[src/logic/rfb_pkg.sv]
package rfb_pkg;
  localparam int unsigned data_width = 32;
  localparam int unsigned reg_count = 4;
  localparam int unsigned addr_width = 2;
  // per-bit field classes
  typedef enum logic [2:0] {
    rfb_normal,
    rfb_reads_as_zero_field,
    rfb_reads_as_one_field,
    rfb_reserved_zero_bit,
    rfb_reserved_one_bit,
    rfb_unknown_reading_field,
    rfb_context_bit
  } rfb_class_type;
  // tied or stored implementation of a reserved bit
  typedef enum logic {
    rfb_tied,
    rfb_stored
  } rfb_impl_type;
  localparam logic [31:0] reset_value = 32'h0000_0000;
  localparam logic [31:0] stored_one_reset = 32'hffff_ffff;
  localparam logic [31:0] zero_word = 32'h0000_0000;
  localparam logic [31:0] one_word = 32'hffff_ffff;
endpackage : rfb_pkg

[src/logic/rfb_bank.sv]
`timescale 1ns/1ps
module rfb_bank (
  // clock and reset
  input wire logic mclk_i,
  input wire logic reset_i,
  // access request
  input wire logic write_i,
  input wire logic indirect_i,
  input wire logic read_i,
  input wire logic [1:0] addr_i,
  input wire logic [31:0] write_data_i,
  input wire logic context_reserved_i,
  // answer
  output logic [31:0] read_data_o,
  output logic read_valid_o,
  // function bits that steer the device
  output logic [31:0] control_o
);
  // register map of bit classes: 0 rw with reserved fields, 1 ro, 2 wo, 3 context reg
  function automatic rfb_pkg::rfb_class_type class_of(input int r, input int b);
    if (r == 0) begin
      if (b < 8) return rfb_pkg::rfb_normal;
      if (b < 12) return rfb_pkg::rfb_reserved_zero_bit;
      if (b < 16) return rfb_pkg::rfb_reserved_one_bit;
      if (b < 20) return rfb_pkg::rfb_reads_as_zero_field;
      if (b < 24) return rfb_pkg::rfb_reads_as_one_field;
      return rfb_pkg::rfb_reserved_zero_bit;
    end else if (r == 1) begin
      if (b < 16) return rfb_pkg::rfb_unknown_reading_field;
      return rfb_pkg::rfb_reserved_one_bit;
    end else if (r == 2) begin
      return rfb_pkg::rfb_reserved_zero_bit;
    end
    if (b < 16) return rfb_pkg::rfb_context_bit;
    return rfb_pkg::rfb_normal;
  endfunction : class_of
  // odd fields tied, even stored, chosen per field of four bits; every bit of reg1 is tied
  // reg0 [15:14] is a field of its own: a stored reserved-one pair
  function automatic rfb_pkg::rfb_impl_type impl_of(input int r, input int b);
    if (r == 1) return rfb_pkg::rfb_tied;
    if (r == 0 && b >= 14 && b < 16) return rfb_pkg::rfb_stored;
    return ((b / 4) % 2 == 1) ? rfb_pkg::rfb_tied : rfb_pkg::rfb_stored;
  endfunction : impl_of
  function automatic logic reset_of(input int r, input int b);
    if (class_of(r, b) == rfb_pkg::rfb_reserved_one_bit) return rfb_pkg::stored_one_reset[b];
    return rfb_pkg::reset_value[b];
  endfunction : reset_of

  typedef struct packed {
    logic [31:0] read_data;
    logic read_valid;
    logic [31:0] control;
  } rfb_bank_state_type;
  rfb_bank_state_type state;
  rfb_bank_state_type next_state;

  logic [3:0][31:0] bit_read;
  logic [3:0][31:0] bit_func;
  logic [3:0] reg_sel;

  genvar gr, gb;
  generate
    for (gr = 0; gr < 4; gr++) begin : g_reg
      assign reg_sel[gr] = (addr_i == 2'(gr));
      for (gb = 0; gb < 32; gb++) begin : g_bit
        rfb_bit #(
          .bit_class(class_of(gr, gb)),
          .bit_impl(impl_of(gr, gb)),
          .reset_bit(reset_of(gr, gb))
        ) u_bit (
          .mclk_i(mclk_i),
          .reset_i(reset_i),
          .direct_write_i(write_i && !indirect_i && reg_sel[gr] && gr != 1),
          .indirect_write_i(write_i && indirect_i && reg_sel[gr] && gr != 1),
          .write_data_i(write_data_i[gb]),
          .context_reserved_i(context_reserved_i),
          .read_data_o(bit_read[gr][gb]),
          .function_o(bit_func[gr][gb])
        );
      end
    end
  endgenerate

  always_comb begin
    next_state = state;
    next_state.read_valid = read_i;
    if (read_i) begin
      // write-only register reads zero
      next_state.read_data = (addr_i == 2'h2) ? rfb_pkg::zero_word : bit_read[addr_i];
    end
    next_state.control = bit_func[0] | bit_func[3];
  end

  always_ff @(posedge mclk_i or posedge reset_i) begin
    if (reset_i) begin
      state <= '{read_data: rfb_pkg::zero_word, read_valid: 1'b0, control: rfb_pkg::zero_word};
    end else begin
      state <= next_state;
    end
  end

  assign read_data_o = state.read_data;
  assign read_valid_o = state.read_valid;
  assign control_o = state.control;
endmodule : rfb_bank

[src/logic/rfb_bit.sv]
`timescale 1ns/1ps
module rfb_bit #(
  parameter rfb_pkg::rfb_class_type bit_class = rfb_pkg::rfb_normal,
  parameter rfb_pkg::rfb_impl_type bit_impl = rfb_pkg::rfb_stored,
  parameter logic reset_bit = 1'b0
) (
  // clock and reset
  input wire logic mclk_i,
  input wire logic reset_i,
  // write side
  input wire logic direct_write_i,
  input wire logic indirect_write_i,
  input wire logic write_data_i,
  input wire logic context_reserved_i,
  // read side
  output logic read_data_o,
  output logic function_o
);
  typedef struct packed {
    logic store;
  } rfb_bit_state_type;
  rfb_bit_state_type state;
  rfb_bit_state_type next_state;

  always_comb begin
    next_state = state;
    if (indirect_write_i) begin
      case (bit_class)
        rfb_pkg::rfb_reserved_zero_bit: next_state.store = 1'b0;
        rfb_pkg::rfb_reserved_one_bit: next_state.store = 1'b1;
        rfb_pkg::rfb_context_bit: next_state.store = context_reserved_i ? 1'b0 : write_data_i;
        default: next_state.store = write_data_i;
      endcase
    end else if (direct_write_i) begin
      next_state.store = write_data_i;
    end
  end

  always_ff @(posedge mclk_i or posedge reset_i) begin
    if (reset_i) begin
      state <= '{store: reset_bit};
    end else begin
      state <= next_state;
    end
  end

  always_comb begin
    case (bit_class)
      rfb_pkg::rfb_reads_as_zero_field: read_data_o = 1'b0;
      rfb_pkg::rfb_reads_as_one_field: read_data_o = 1'b1;
      rfb_pkg::rfb_unknown_reading_field: read_data_o = 1'b0;
      rfb_pkg::rfb_reserved_zero_bit:
        read_data_o = (bit_impl == rfb_pkg::rfb_tied) ? 1'b0 : state.store;
      rfb_pkg::rfb_reserved_one_bit:
        read_data_o = (bit_impl == rfb_pkg::rfb_tied) ? 1'b1 : state.store;
      default: read_data_o = state.store;
    endcase
  end

  always_comb begin
    case (bit_class)
      rfb_pkg::rfb_normal: function_o = state.store;
      rfb_pkg::rfb_context_bit: function_o = context_reserved_i ? 1'b0 : state.store;
      default: function_o = 1'b0;
    endcase
  end
endmodule : rfb_bit

[config.mk]
export PLATFORM = sky130hd
export DESIGN_NAME = rfb_bank
export DESIGN_NICKNAME = d
export VERILOG_FILES = /design/src/logic/rfb_pkg.sv /design/src/logic/rfb_bank.sv /design/src/logic/rfb_bit.sv
export SDC_FILE = /design/constraint.sdc
export NUM_CORES = 1
export LEC_CHECK = 0
export BUFFER_PORTS_ARGS = -buffer_cell sky130_fd_sc_hd__buf_2
export CAP_MARGIN = 20
export CORE_AREA = 2 2 147 149
export DETAILED_ROUTE_END_ITERATION = 8
export DIE_AREA = 0 0 149 151
export PLACE_DENSITY = 0.51
export SETUP_SLACK_MARGIN = 0.4
export SKIP_LAST_GASP = 1
export SYNTH_ARGS = -nofsm -noshare
export SYNTH_HDL_FRONTEND = slang
export SYNTH_HIERARCHICAL = 1
export SYNTH_SLANG_ARGS = --single-unit
[constraint.sdc]
create_clock -name mclk_i -period 3.6 [get_ports mclk_i]
set_input_delay 0.54 -clock mclk_i [delete_from_list [all_inputs] [get_ports mclk_i]]
set_output_delay 0.54 -clock mclk_i [all_outputs]
set_load 0.01 [all_outputs]
==> flow_summary.yaml, run 1 <==
setup_path:
  regToRegEndpoint: "control_o[3]$_DFF_PP0_"
  end_kind: "register"
  crit_start: "addr_i[1]"
  critPathCapture: "g_reg[3].g_bit[31].u_bit/function_o$_DFFE_PP0P_"
  cp_slowest_cell: "nor2_4"
  path_depth: 6
  criticalPathCategory: "input pin to register"
  required_ps: 3890
  path_max_fanout: 35
  path_cells: "buf_4, nand2_1, nor2_4, buf_4, nor2_1, mux2_1"
  r2r_cells: 2
  crit_top_cell: "buf_4"
  r2r_setup_slack_ps: 2600
  cp.arrival_ps: 2410
  startpoint_type: "input pin"
  r2r_start: "g_reg[3].g_bit[3].u_bit/read_data_o$_DFFE_PP0P_"
  cp.buffers_inverters: 2
  cp_slowest_stage_delay_ps: 460
  critPathTopFamily: "simple AND/OR/NAND/NOR gates"
run:
  maxCapViolations: 0
detailed_routing:
  totalWireLength_um: 14100
  num_vias: 4043
  avgRoutedWirePerCell_um: 14.4
  ant_nets: 0
  viasPerCell: 4.16
  firstDrtPassIters: 4
  drt_iter0_markers: 165
  drc: 0
global_routing:
  antenna_found_initial: 1
  track_usage_pct: 13.1
  busiest_layer: "met2"
  grt.overflow.total: 0
  grt_max_degree: 66
  met1_usage_pct: 17.4
  gr-usage-met2_pct: 20.9
  grt_pass1_vias: 4205
  grt_pass1_wl_um: 22700
  use_met3_pct: 3.86
layout:
  fin_nets: 724
  fillers: 2120
  drive_gt1_share_pct: 30.6
  instances_no_fill: 973
  syn_to_final_growth_pct: 11.8
sta:
  slew_headroom_pct: 40.4
  finalClockSkew_ps: 5.46
  rsz0062_at_grt: "no"
  fin_tns_setup_ps: 0
  drv_slew: 0
  max_freq_mhz: 472
  fin_crit_ps: 2120
  setup_viol: 0
  tightest_slew_ps: 892
  hold_viol_final: 0
  min_period_over_period_pct: 58.9
pwr:
  total_power_mw: 4.17
  vdd_drop_max_mv: 0.281
  p_per_area_nw_per_um2: 557
  power.static_leakage_nw: 3.65
floorplanning:
  core-area_sq_um: 20800
  fp.dieArea_sq_um: 22500
  die_w_um: 149
  die_y_um: 151
  initial_core_util_pct: 32.1
  rows: 53
  num_io_pins: 105
place:
  place_hpwl_um: 9060
  routabilityCongestion: 0.735
  io_buffer_count: 104
  dpl.cell_count: 940
outcome:
  status: "finished clean"
clocking:
  cts_tree: "built"
  post_cts_buffers: 0
  ctsHtreeMaxLevel: 4
  cts.path.max_buffers: 2
  cts_hold_buf: 0
  cts_root_buf: "clkbuf_16"
  clkTransAtPathRegs_ps: 60
  cts_buffers: 17
  clkLatencyLatePin_ps: 410
  cts_sinks: 115
  cts_resized: 0
min_path:
  hp-class: "input pin to asynchronous set/reset pin"
logic_synthesis:
  syn_inst: 658
  synth.yosys.warnings: 6
  synth_area_sq_um: 6690
  syn_area_per_cell_sq_um: 10.2
==> how the worst min path moves through the flow <==
stage | from | endpoint | slack (ps) | cells after the start
after global placement | read_data_o[28]$_DFFE_PP0P_ | read_data_o[28]$_DFFE_PP0P_ | 480 | 2
after global routing | write_data_i[22] | g_reg[3].g_bit[22].u_bit/function_o$_DFFE_PP0P_ | 330 | 2
final | reset_i | g_reg[3].g_bit[8].u_bit/read_data_o$_DFFE_PP0P_ | 320 | 3
after detailed placement | read_data_o[24]$_DFFE_PP0P_ | read_data_o[24]$_DFFE_PP0P_ | 480 | 2
after CTS | reset_i | g_reg[3].g_bit[8].u_bit/read_data_o$_DFFE_PP0P_ | 320 | 3
after floorplan | reset_i | g_reg[0].g_bit[0].u_bit/function_o$_DFFE_PP0P_ | 270 | 1
==> report_power, final <==
part / internal (mW) / switching [mW]
logic: 0.317 / 0.332
registers: 1.52 / 0.131
clock network: 1.28 / 0.590
total: 3.12 / 1.05
==> sequential cells by signal (all words and copies together), names as in the netlist <==
| register | cells |
|---|---|
| read_valid_o | 1 |
| read_data_o | 32 |
| g.g_bit.u_bit/function_o | 24 |
| g.g_bit.u_bit/read_data_o | 26 |
| control_o | 32 |
==> cell type report <==
cell class	count	area, sq um	area share (%)
Antenna cell	1	2.50	0.0334
Clock buffer	22	474	6.34
Clock inverter	10	178	2.37
Inverter	68	256	3.43
Multi-Input combinational cell	369	2760	36.8
Sequential cell	115	2880	38.5
Tap cell	275	344	4.60
Timing Repair Buffer	113	591	7.89
==> layer usage <==
layer | vias up | routed length [um] | part of all wire, %
met4 | 0 | 169 | 1.2
met1 | 1960 | 6720 | 48
met3 | 12 | 642 | 4.6
met2 | 88 | 6520 | 46
li1 | 1983 | - | -
met5 | - | 0 | 0
==> cells in the final DEF (no fill, tap or decap), drive strengths merged <==
cell type	count
clkinvlp	1
conb	70
nor2b	18
nand2b	32
inv	67
nor2	50
dfstp	2
o211ai	31
bufinv	5
a22o	16
a211o	2
mux2	24
o221ai	1
clkbuf	22
diode	1
nor3	2
dfrtp	113
or4bb	1
nand2	3
or2	32
nand4bb	31
clkinv	5
buf	113
mux2i	56
==> worst reg2reg max path, stage by stage (launching register included) <==
cell     delay (ps)
dfrtp_1         390
nor2b_1         130
or2_2           340
==> through the flow <==
stage               util [%]  setup slack (ps)  hold slack, ps  area (sq um)
floorplan                  -               635             269          6730
global placement        32.8              1020             479          6830
detailed placement      32.8               995             480          6830
CTS                     35.9              1440             322          7480
global route            35.9              1300             330          7480
finish                  35.9              1480             323          7480
Note: power is estimated with default switching activity, not from simulation.
==> run 2, diff against run 1 <==
Clock period 3.6 ns to 2.15 ns, I/O delays scaled along.
==> flow_summary.yaml, run 2 (synthesized netlist as in run 1, its figures left out) <==
clocking:
  cts_buffers: 17
  cts_sinks: 115
  cts_tree: "built"
  cts.path.max_buffers: 2
  cts_root_buf: "clkbuf_16"
  ctsHtreeMaxLevel: 4
  clkTransAtPathRegs_ps: 60
  post_cts_buffers: 0
  clkLatencyLatePin_ps: 420
  cts_resized: 0
  cts_hold_buf: 1
detailed_routing:
  avgRoutedWirePerCell_um: 14.9
  drt_iter0_markers: 130
  drc: 0
  firstDrtPassIters: 4
  viasPerCell: 4.18
  ant_nets: 0
  totalWireLength_um: 14600
  num_vias: 4099
sta:
  rsz0062_at_grt: "no"
  hold_viol_final: 0
  fin_crit_ps: 1290
  min_period_over_period_pct: 60.2
  setup_ws_ps: 855
  max_freq_mhz: 772
  finalClockSkew_ps: 5.07
  fin_tns_setup_ps: 0
  slew_headroom_pct: 55.7
  tightest_slew_ps: 665
  setup_viol: 0
  drv_slew: 0
floorplanning:
  die_y_um: 151
  initial_core_util_pct: 32.1
  die_w_um: 149
  num_io_pins: 105
  fp.dieArea_sq_um: 22500
  rows: 53
  core-area_sq_um: 20800
place:
  place_hpwl_um: 9560
  dp_slack_ps: 510
  placed_area_sq_um: 6960
  routabilityCongestion: 0.707
  io_buffer_count: 104
layout:
  syn_to_final_growth_pct: 13.8
  final_common_cell: "dfrtp_1"
  layout_common_cells: "dfrtp_1, buf_2, conb_1"
  fin_nets: 731
  fillers: 2105
  multi_input_area_sq_um: 2790
  drive_gt1_share_pct: 31.5
  design_area_sq_um: 7620
  regArea_sq_um: 2880
global_routing:
  track_usage_pct: 14.0
  grt_pass1_wl_um: 24000
  grt_pass1_vias: 4420
  antenna_found_initial: 1
  grt_max_degree: 65
  grt.overflow.total: 0
setup_path:
  cp.buffers_inverters: 1
  path_max_fanout: 2
  path_cells: "buf_2"
  criticalPathCategory: "register to primary output"
  startpoint_type: "register"
  path_depth: 1
  cp_slowest_stage_delay_ps: 400
  r2r_start: "g_reg[3].g_bit[3].u_bit/read_data_o$_DFFE_PP0P_"
  end_kind: "primary output"
  crit_start: "read_data_o[3]$_DFFE_PP0P_"
  r2r_cells: 2
  cp_slowest_cell: "dfrtp_1"
  cp.arrival_ps: 970
  required_ps: 1830
  critPathTopFamily: "flip-flops"
min_path:
  hold-path-cell-count: 2
  hp-class: "input pin to register"
  min_from: "write_data_i[31]"
outcome:
  status: "finished clean"
pwr:
  power.static_leakage_nw: 3.69
  p_per_area_nw_per_um2: 919
  vdd_drop_max_mv: 0.485
run:
  maxCapViolations: 0
## run 2: changes by cell type in the layout (fill, tap and decap cells not counted), sizes merged
cell and change:
inv +1, clkinv -1, dlygate4sd3 +1, buf +6, clkinvlp +4, clkbuf -4
## run 2: layer usage
layer | GRT usage, % | wire length [um]
met5 | 0 | 0
met4 | 5.48 | 216
met3 | 3.83 | 735
met2 | 22.6 | 6870
met1 | 18.0 | 6800
## run 2: cell type report
class	count	share of cell area, %
flip-flops and latches	115	37.8
well taps	275	4.52
clock inverters	14	2.74
multi-input cells	369	36.6
clock buffers	18	5.77
diodes	1	0.0329
repair buffers	120	9.13
inverters	68	3.40
## run 2: path summary, 6_finish.rpt
kind / to / slack (ps)
max: read_data_o[3] / 860
min: g_reg[3].g_bit[31].u_bit/function_o$_DFFE_PP0P_ / 110
max reg2reg: control_o[3]$_DFF_PP0_ / 1160
min reg2reg: control_o[18]$_DFF_PP0_ / 490
max in group asynchronous: control_o[21]$_DFF_PP0_ / 1090
min in group asynchronous: control_o[8]$_DFF_PP0_ / 460
## run 2: where the power goes
part | switching, mW | internal [mW]
sequential | 0.213 | 2.54
combinational | 0.567 | 0.546
clock | 1.05 | 2.08
total | 1.83 | 5.17
## run 2: per-stage QoR
stage / power (mW) / util, % / instances / hold slack (ps)
after CTS: 7.12 / 36.6 / 979 / 94.2
after detailed placement: 3.93 / 33.4 / 946 / 354
final: 7.00 / 36.6 / 980 / 106
after floorplan: 3.71 / - / 666 / 51.2
after global placement: 3.90 / 33.4 / 946 / 342
after global routing: 7.37 / 36.6 / 979 / 109
